--- config.mk ---
export PLATFORM = sky130hd
export DESIGN_NAME = fifo_channel_cfg
export DESIGN_NICKNAME = d
export VERILOG_FILES = /design/src/shared/fifo_cfg_pkg.sv /design/src/rtl/fifo_channel_cfg.sv /design/src/rtl/watermark_compare.sv
export SDC_FILE = /design/constraint.sdc
export NUM_CORES = 1
export LEC_CHECK = 0
export CAP_MARGIN = 0
export CORE_MARGIN = 4
export CORE_UTILIZATION = 32
export DETAILED_ROUTE_END_ITERATION = 12
export DONT_BUFFER_PORTS = 1
export PLACE_DENSITY = 0.46
export SLEW_MARGIN = 40
export SYNTH_ARGS = -nofsm -noshare
export SYNTH_HDL_FRONTEND = slang
export SYNTH_HIERARCHICAL = 1
export SYNTH_SLANG_ARGS = --single-unit
export TNS_END_PERCENT = 5
--- constraint.sdc ---
create_clock -name CLOCK -period 7.81 [get_ports CLOCK]
set_clock_uncertainty 0.05 [all_clocks]
set_input_delay 0.3905 -clock CLOCK [delete_from_list [all_inputs] [get_ports CLOCK]]
set_output_delay 0.3905 -clock CLOCK [all_outputs]
set_load 0.02 [all_outputs]
--- src/shared/fifo_cfg_pkg.sv ---
`default_nettype none
package fifo_cfg_pkg;
    // ****************************************************************
    // Widths
    // ****************************************************************
    localparam int POS_W  = 10;
    localparam int OCC_W  = 11;
    localparam int DATA_W = 32;
    localparam int BUS_AW = 5;

    // ****************************************************************
    // Register offsets
    // ****************************************************************
    localparam logic [BUS_AW-1:0] OFF_END    = 5'h00;
    localparam logic [BUS_AW-1:0] OFF_START  = 5'h04;
    localparam logic [BUS_AW-1:0] OFF_HIGH   = 5'h08;
    localparam logic [BUS_AW-1:0] OFF_LOW    = 5'h0c;
    localparam logic [BUS_AW-1:0] OFF_STATUS = 5'h10;

    // ****************************************************************
    // Field layout and reset values
    // ****************************************************************
    localparam int FIELD_LSB       = 0;
    localparam int STAT_OCC_LSB    = 0;
    localparam int STAT_LOW_BIT    = 16;
    localparam int STAT_HIGH_BIT   = 17;
    localparam int SLICE_WORDS     = 128;
    localparam logic [POS_W-1:0] HIGH_RST = 10'h060;
    localparam logic [POS_W-1:0] LOW_RST  = 10'h020;
    localparam logic [OCC_W-1:0] OCC_RST  = 11'h000;
    localparam logic [OCC_W-1:0] OCC_ONE  = 11'h001;
    localparam logic [POS_W-1:0] POS_ONE  = 10'h001;

    // ****************************************************************
    // Carriers
    // ****************************************************************
    typedef struct packed {
        logic [POS_W-1:0] high;
        logic [POS_W-1:0] low;
    } thresholds_s;

    typedef struct packed {
        logic low_reached;
        logic high_reached;
    } levels_s;
endpackage
`default_nettype wire

--- src/rtl/fifo_channel_cfg.sv ---
`timescale 1ns/1ps
`default_nettype none
module fifo_channel_cfg #(
    parameter int CH_INDEX = 0
) (
    // Clock and reset
    input  wire logic                               CLOCK,
    input  wire logic                               RESET_N,
    // Register port
    input  wire logic [fifo_cfg_pkg::BUS_AW-1:0]    ADDR,
    input  wire logic [fifo_cfg_pkg::DATA_W-1:0]    WR_DATA,
    input  wire logic                               WR_EN,
    input  wire logic                               RD_EN,
    output logic      [fifo_cfg_pkg::DATA_W-1:0]    RD_DATA,
    // Word events from the data path
    input  wire logic                               PUSH,
    input  wire logic                               POP,
    // Interrupt enables
    input  wire logic                               LOW_IRQ_EN,
    input  wire logic                               HIGH_IRQ_EN,
    // Channel state
    output logic                                    FLUSH,
    output logic      [fifo_cfg_pkg::OCC_W-1:0]     OCCUPANCY,
    output logic      [fifo_cfg_pkg::POS_W-1:0]     WRITE_POSITION,
    output logic      [fifo_cfg_pkg::POS_W-1:0]     READ_POSITION,
    output logic                                    LOW_REACHED,
    output logic                                    HIGH_REACHED,
    output logic                                    LOW_IRQ,
    output logic                                    HIGH_IRQ
);
    // ****************************************************************
    // Functions
    // ****************************************************************
    function automatic logic [fifo_cfg_pkg::POS_W-1:0] next_pos(
        input logic [fifo_cfg_pkg::POS_W-1:0] pos,
        input logic [fifo_cfg_pkg::POS_W-1:0] first,
        input logic [fifo_cfg_pkg::POS_W-1:0] last
    );
        next_pos = (pos == last) ? first : pos + fifo_cfg_pkg::POS_ONE;
    endfunction

    function automatic logic [fifo_cfg_pkg::DATA_W-1:0] field_word(
        input logic [fifo_cfg_pkg::POS_W-1:0] value
    );
        field_word = {{(fifo_cfg_pkg::DATA_W-fifo_cfg_pkg::POS_W){1'b0}}, value};
    endfunction

    // ****************************************************************
    // Reset values
    // ****************************************************************
    localparam int START_INT = fifo_cfg_pkg::SLICE_WORDS * CH_INDEX;
    localparam int END_INT   = fifo_cfg_pkg::SLICE_WORDS * (CH_INDEX + 1) - 1;
    localparam logic [fifo_cfg_pkg::POS_W-1:0] START_RST = START_INT[fifo_cfg_pkg::POS_W-1:0];
    localparam logic [fifo_cfg_pkg::POS_W-1:0] END_RST   = END_INT[fifo_cfg_pkg::POS_W-1:0];

    // ****************************************************************
    // State
    // ****************************************************************
    logic [fifo_cfg_pkg::POS_W-1:0]  end_r;
    logic [fifo_cfg_pkg::POS_W-1:0]  start_r;
    logic [fifo_cfg_pkg::POS_W-1:0]  high_r;
    logic [fifo_cfg_pkg::POS_W-1:0]  low_r;
    logic [fifo_cfg_pkg::OCC_W-1:0]  occ_r;
    logic [fifo_cfg_pkg::POS_W-1:0]  wpos_r;
    logic [fifo_cfg_pkg::POS_W-1:0]  rpos_r;
    logic [fifo_cfg_pkg::DATA_W-1:0] rdata_r;
    logic                            flush_r;
    logic                            low_flag_r;
    logic                            high_flag_r;
    logic                            low_irq_r;
    logic                            high_irq_r;

    // ****************************************************************
    // Decode
    // ****************************************************************
    wire sel_end    = ADDR == fifo_cfg_pkg::OFF_END;
    wire sel_start  = ADDR == fifo_cfg_pkg::OFF_START;
    wire sel_high   = ADDR == fifo_cfg_pkg::OFF_HIGH;
    wire sel_low    = ADDR == fifo_cfg_pkg::OFF_LOW;
    wire sel_status = ADDR == fifo_cfg_pkg::OFF_STATUS;

    // Only the low field is stored; reserved write bits fall away here.
    wire [fifo_cfg_pkg::POS_W-1:0] wr_field =
        WR_DATA[fifo_cfg_pkg::FIELD_LSB +: fifo_cfg_pkg::POS_W];

    wire wr_end    = WR_EN & sel_end;
    wire wr_start  = WR_EN & sel_start;
    wire wr_high   = WR_EN & sel_high;
    wire wr_low    = WR_EN & sel_low;
    wire wr_bound  = wr_end | wr_start;

    // ****************************************************************
    // Configuration next values
    // ****************************************************************
    wire [fifo_cfg_pkg::POS_W-1:0] end_nxt   = wr_end   ? wr_field : end_r;
    wire [fifo_cfg_pkg::POS_W-1:0] start_nxt = wr_start ? wr_field : start_r;
    wire [fifo_cfg_pkg::POS_W-1:0] high_nxt  = wr_high  ? wr_field : high_r;
    wire [fifo_cfg_pkg::POS_W-1:0] low_nxt   = wr_low   ? wr_field : low_r;

    // ****************************************************************
    // Occupancy and positions
    // ****************************************************************
    wire [fifo_cfg_pkg::OCC_W-1:0] size =
        {1'b0, end_r} - {1'b0, start_r} + fifo_cfg_pkg::OCC_ONE;
    wire is_empty = occ_r == fifo_cfg_pkg::OCC_RST;
    wire is_full  = occ_r == size;

    // Overflowing pushes and underflowing pops are dropped rather than corrupting the count.
    wire push_ok = PUSH & ~is_full;
    wire pop_ok  = POP & ~is_empty;

    wire [fifo_cfg_pkg::OCC_W-1:0] occ_step =
        (push_ok & ~pop_ok) ? occ_r + fifo_cfg_pkg::OCC_ONE :
        (pop_ok & ~push_ok) ? occ_r - fifo_cfg_pkg::OCC_ONE : occ_r;

    // A flush takes priority over traffic in the same cycle and restarts at the new start.
    wire [fifo_cfg_pkg::OCC_W-1:0] occ_nxt =
        wr_bound ? fifo_cfg_pkg::OCC_RST : occ_step;
    wire [fifo_cfg_pkg::POS_W-1:0] wpos_nxt =
        wr_bound ? start_nxt : (push_ok ? next_pos(wpos_r, start_r, end_r) : wpos_r);
    wire [fifo_cfg_pkg::POS_W-1:0] rpos_nxt =
        wr_bound ? start_nxt : (pop_ok ? next_pos(rpos_r, start_r, end_r) : rpos_r);

    // ****************************************************************
    // Threshold comparison
    // ****************************************************************
    fifo_cfg_pkg::thresholds_s thr;
    fifo_cfg_pkg::levels_s     lev;

    assign thr.high = high_r;
    assign thr.low  = low_r;

    watermark_compare u_compare (
        .occupancy  (occ_r),
        .thresholds (thr),
        .levels     (lev)
    );

    // Edge detection stops a level that simply stays reached from firing again.
    wire low_irq_nxt  = LOW_IRQ_EN  & lev.low_reached  & ~low_flag_r;
    wire high_irq_nxt = HIGH_IRQ_EN & lev.high_reached & ~high_flag_r;

    // ****************************************************************
    // Read mux
    // ****************************************************************
    wire [fifo_cfg_pkg::DATA_W-1:0] status_word =
        ({{(fifo_cfg_pkg::DATA_W-fifo_cfg_pkg::OCC_W){1'b0}}, occ_r} << fifo_cfg_pkg::STAT_OCC_LSB) |
        ({{(fifo_cfg_pkg::DATA_W-1){1'b0}}, low_flag_r}  << fifo_cfg_pkg::STAT_LOW_BIT) |
        ({{(fifo_cfg_pkg::DATA_W-1){1'b0}}, high_flag_r} << fifo_cfg_pkg::STAT_HIGH_BIT);

    // Unmapped offsets read back as zero.
    wire [fifo_cfg_pkg::DATA_W-1:0] rd_mux =
        sel_end    ? field_word(end_r)   :
        sel_start  ? field_word(start_r) :
        sel_high   ? field_word(high_r)  :
        sel_low    ? field_word(low_r)   :
        sel_status ? status_word         : '0;

    wire [fifo_cfg_pkg::DATA_W-1:0] rdata_nxt = RD_EN ? rd_mux : '0;

    // ****************************************************************
    // Registers
    // ****************************************************************
    always_ff @(posedge CLOCK) begin
        if (!RESET_N) begin
            end_r   <= END_RST;
            start_r <= START_RST;
            high_r  <= fifo_cfg_pkg::HIGH_RST;
            low_r   <= fifo_cfg_pkg::LOW_RST;
        end else begin
            end_r   <= end_nxt;
            start_r <= start_nxt;
            high_r  <= high_nxt;
            low_r   <= low_nxt;
        end
    end

    always_ff @(posedge CLOCK) begin
        if (!RESET_N) begin
            occ_r  <= fifo_cfg_pkg::OCC_RST;
            wpos_r <= START_RST;
            rpos_r <= START_RST;
        end else begin
            occ_r  <= occ_nxt;
            wpos_r <= wpos_nxt;
            rpos_r <= rpos_nxt;
        end
    end

    always_ff @(posedge CLOCK) begin
        if (!RESET_N) begin
            rdata_r     <= '0;
            flush_r     <= 1'b0;
            low_flag_r  <= 1'b1;
            high_flag_r <= 1'b0;
            low_irq_r   <= 1'b0;
            high_irq_r  <= 1'b0;
        end else begin
            rdata_r     <= rdata_nxt;
            flush_r     <= wr_bound;
            low_flag_r  <= lev.low_reached;
            high_flag_r <= lev.high_reached;
            low_irq_r   <= low_irq_nxt;
            high_irq_r  <= high_irq_nxt;
        end
    end

    // ****************************************************************
    // Outputs
    // ****************************************************************
    assign RD_DATA        = rdata_r;
    assign FLUSH          = flush_r;
    assign OCCUPANCY      = occ_r;
    assign WRITE_POSITION = wpos_r;
    assign READ_POSITION  = rpos_r;
    assign LOW_REACHED    = low_flag_r;
    assign HIGH_REACHED   = high_flag_r;
    assign LOW_IRQ        = low_irq_r;
    assign HIGH_IRQ       = high_irq_r;
endmodule // fifo_channel_cfg
`default_nettype wire

--- src/rtl/watermark_compare.sv ---
`timescale 1ns/1ps
`default_nettype none
module watermark_compare (
    // Fill level of the channel
    input  wire logic [fifo_cfg_pkg::OCC_W-1:0] occupancy,
    // Programmed thresholds, as fill levels of the channel
    input  wire fifo_cfg_pkg::thresholds_s      thresholds,
    // Comparison result
    output var fifo_cfg_pkg::levels_s           levels
);
    // ****************************************************************
    // Compare
    // ****************************************************************
    // Thresholds are fill levels, so no start offset is applied here.
    wire [fifo_cfg_pkg::OCC_W-1:0] high_ext = {1'b0, thresholds.high};
    wire [fifo_cfg_pkg::OCC_W-1:0] low_ext  = {1'b0, thresholds.low};

    assign levels.low_reached  = occupancy <= low_ext;
    assign levels.high_reached = occupancy >= high_ext;
endmodule // watermark_compare
`default_nettype wire

==> summary.md <==
| Metric | Value |
|---|---|
| Status | complete, no violations |
| Final WL | 20,640 um |
| First-pass GRT wire length | 31,480 um |
| Sequential element share of the synthesized area | 29.24% |
| Syn-to-layout area delta | 6.407% |
| Skew-Pair Late Insertion Delay | 0.35 ns |
| Commonest non-fill, non-tap cell in the layout | nand2_1 |
| Placed instance count | 958 |
| Tightest Hold Check Type | input port to flop |
| Synth Register Bits | 89 |
| Worst setup path class | flop to flop |
| Root Driver | clkbuf_16 |
| Reg2reg start | end_r[1] |
| DRC viols | 0 |
| Layout cell share with drive strength beyond 1 | 4.588% |
| Via Count | 5,461 |
| Fin crit period | 6.072 ns |
| Worst EP arrival | 6.29 ns |
| Crit path buf inv count | 4 |
| Stages on the worst setup path | 23 |
| Post-synth EDFFs | 0 |
| Global route overflow | 0 |
| P_leak | 2.576 nW |
| # H-tree levels | 3 |
| Setup TNS | 0 ns |
| Ranking of synthesized cells by area | dfxtp_1 29%, ha_1 10%, nand2_1 7.3% |
| Worst path max stage delay | 0.49 ns |
| Initial drt markers | 488 |
| Slew @ Worst Pin | 0.8128 ns |
| WL/cell | 21.17 um |
| WHS | 0.09696 ns |
| Ys async rst share | 0% |
| R2R depth | 23 |
| Reg2reg setup slack | 1.74 ns |
| Design Area, Final | 6484 sq um |
| CTS tree | built |
| Max-cap viol count | 0 |
| Number of CTS-inserted buffers | 9 |
| Largest net degree at the start of global routing | 67 |
| Final setup violation count | 0 |
| Final number of hold-violating endpoints | 0 |
| Synth unique cells | 66 |
| Crit path capture type | flop |
| Synth warn | 6 |
| Vias per inst | 5.601 |
| Nets | 834 |
| CTS hold repair buffers | 0 |
| Peak VDD IR | 131.7 uV |
| Core Area | 18,710 sq um |
| Most frequent cells in the layout | 119 x nand2_1, 89 x dfxtp_1, 51 x ha_1 |
| Clock Sink Count | 89 |
| Max-slew violations | 0 |
| Post-cts sizing count | 0 |
| Maximum buffer depth of the clock tree | 2 |
| Postcts setup bufs | 0 |
| Ant diodes | 0 |
| Total GRT Usage | 18.81% |
| Required time worst endpoint | 8.03 ns |
| Cells along the critical path | inv_1 -> ha_1 -> inv_1 -> ha_1 -> inv_1 -> fa_1 -> xnor2_1 -> a2111o_1 -> a211oi_2 -> nand3b_1 -> nor4_4 -> a21oi_2 -> ha_1 -> inv_1 -> ha_1 -> a21o_1 -> a21oi_1 -> o21bai_1 -> a2111o_1 -> a311oi_1 -> xnor2_1 -> mux2i_1 -> nor2_1 |
| Hold Path Stages | 1 |
| Cell Area, Synth | 6093 sq um |
| Clock power share | 27.2% |
| RSZ-0062 raised after global routing | no |
| I/O Buffers | 0 |
| F_max | 0.1647 GHz |
| Switch Pwr | 0.6237 mW |
| Part of the cycle the worst path needs | 77.74% |
| Comb pwr share | 33.4% |
| Pint | 0.9538 mW |
| Initial Util | 32.58% |
| Worst Setup Start Kind | flop |
| Post-Syn Instances | 759 |
| IO Pins | 113 |
| Synth Area per Inst | 8.028 sq um |
| Crit path max-delay family | compound AO/OA/AOI/OAI gates |
| Non-Filler Instances | 975 |
| Hold Startpoint | RESET_N |
| Synth area leader | dfxtp_1 |
| Clock transition at the registers of the reported paths | 0.07 ns |
| Top_reg_cell synth | dfxtp_1 |
| Die Span X | 146.0 um |
| Pre-Repair DR Iteration Count | 5 |
| Antenna-violating nets left | 0 |
| HPWL Detailed | 14,980 um |
| Post-Place Cell Area | 6191 sq um |
| Vias in the first global route | 5,348 |
| RD Place Congestion | 0.8831 |
| Initial antenna violation count | 0 |
| Slowest CP cell | dfxtp_1 |
| Slew margin rel. | 45.66% |
| Chip Height | 146.0 um |
| Crit path launch | end_r[1] |
| Die ar. | 21,310 sq um |
| Row count | 50 |
| Power density over cell area | 243.3 nW/um^2 |
| Switching Fraction | 39.54% |
| Sequential Power Share | 39.4% |
| Yosys top cell area share | 29.24% |
| Crit path max fanout | 12 |
## per-layer routing
layer  part of all wire [%]  global-route usage, %
met1                     45                  24.64
met2                     46                  30.38
met3                    6.3                  4.204
met4                    2.7                  7.008
met5                      0                      0
## sequential cells by signal, summed over array words and instances (netlist names)
register / flops
OCCUPANCY: 11
end_r: 10
RD_DATA: 13
high_r: 10
WRITE_POSITION: 10
READ_POSITION: 10
HIGH_REACHED: 1
FLUSH: 1
start_r: 10
LOW_IRQ: 1
low_r: 10
HIGH_IRQ: 1
LOW_REACHED: 1
## power groups by stage
stage	logic (mW)	clock network [mW]	registers (mW)
final	0.528	0.429	0.621
after global routing	0.587	0.464	0.631
after CTS	0.524	0.439	0.624
after detailed placement	0.522	0	0.634
after global placement	0.504	0	0.635
after floorplan	0.433	0	0.592
## cell families (layout without fill, tap and decap cells)
| logic type | Yosys count | after routing | share of synthesized area [%] |
|---|---|---|---|
| fa+ha+maj | 53 | 53 | 11.13 |
| simple gates | 257 | 257 | 20.06 |
| buf+inv | 101 | 65 | 7.556 |
| compound gates | 197 | 197 | 22.73 |
| flops | 89 | 89 | 29.24 |
| mux | 14 | 14 | 2.341 |
| xor+xnor | 47 | 47 | 6.879 |
| other cells | 1 | 19 | 0.06154 |
## stage by stage
stage,util [%],worst slack [ns],power [mW]
after floorplan,-,2.736,1.025
after global placement,33.08,1.861,1.138
after detailed placement,33.10,1.803,1.157
after CTS,34.60,1.750,1.587
after global routing,34.66,1.373,1.681
final,34.66,1.738,1.578
## final timing paths
path,end
max,OCCUPANCY[9]
min reg2reg,low_r[1]
min,end_r[4]
max reg2reg,OCCUPANCY[9]
## cells in the mapped netlist (12+ instances only)
| cell | count |
|---|---|
| inv_1 | 44 |
| ha_1 | 51 |
| o21ai_0 | 21 |
| and2_1 | 12 |
| nand2_1 | 119 |
| clkbuf_1 | 34 |
| mux2i_1 | 12 |
| nand3_1 | 21 |
| nor2_1 | 40 |
| xor2_1 | 27 |
| a21oi_1 | 47 |
| xnor2_1 | 19 |
| a21boi_0 | 33 |
| buf_4 | 19 |
| dfxtp_1 | 89 |
## layout make-up
| type | count | area (sq um) |
|---|---|---|
| Fill cell | 1995 | 12220 |
| Multi-Input combinational cell | 587 | 3921 |
| Sequential cell | 89 | 1782 |
| Tap cell | 234 | 292.8 |
| Clock buffer | 11 | 242.7 |
| Inverter | 44 | 165.2 |
| Timing Repair Buffer | 5 | 41.29 |
| Clock inverter | 5 | 38.79 |
(Power assumes the default switching activity.)
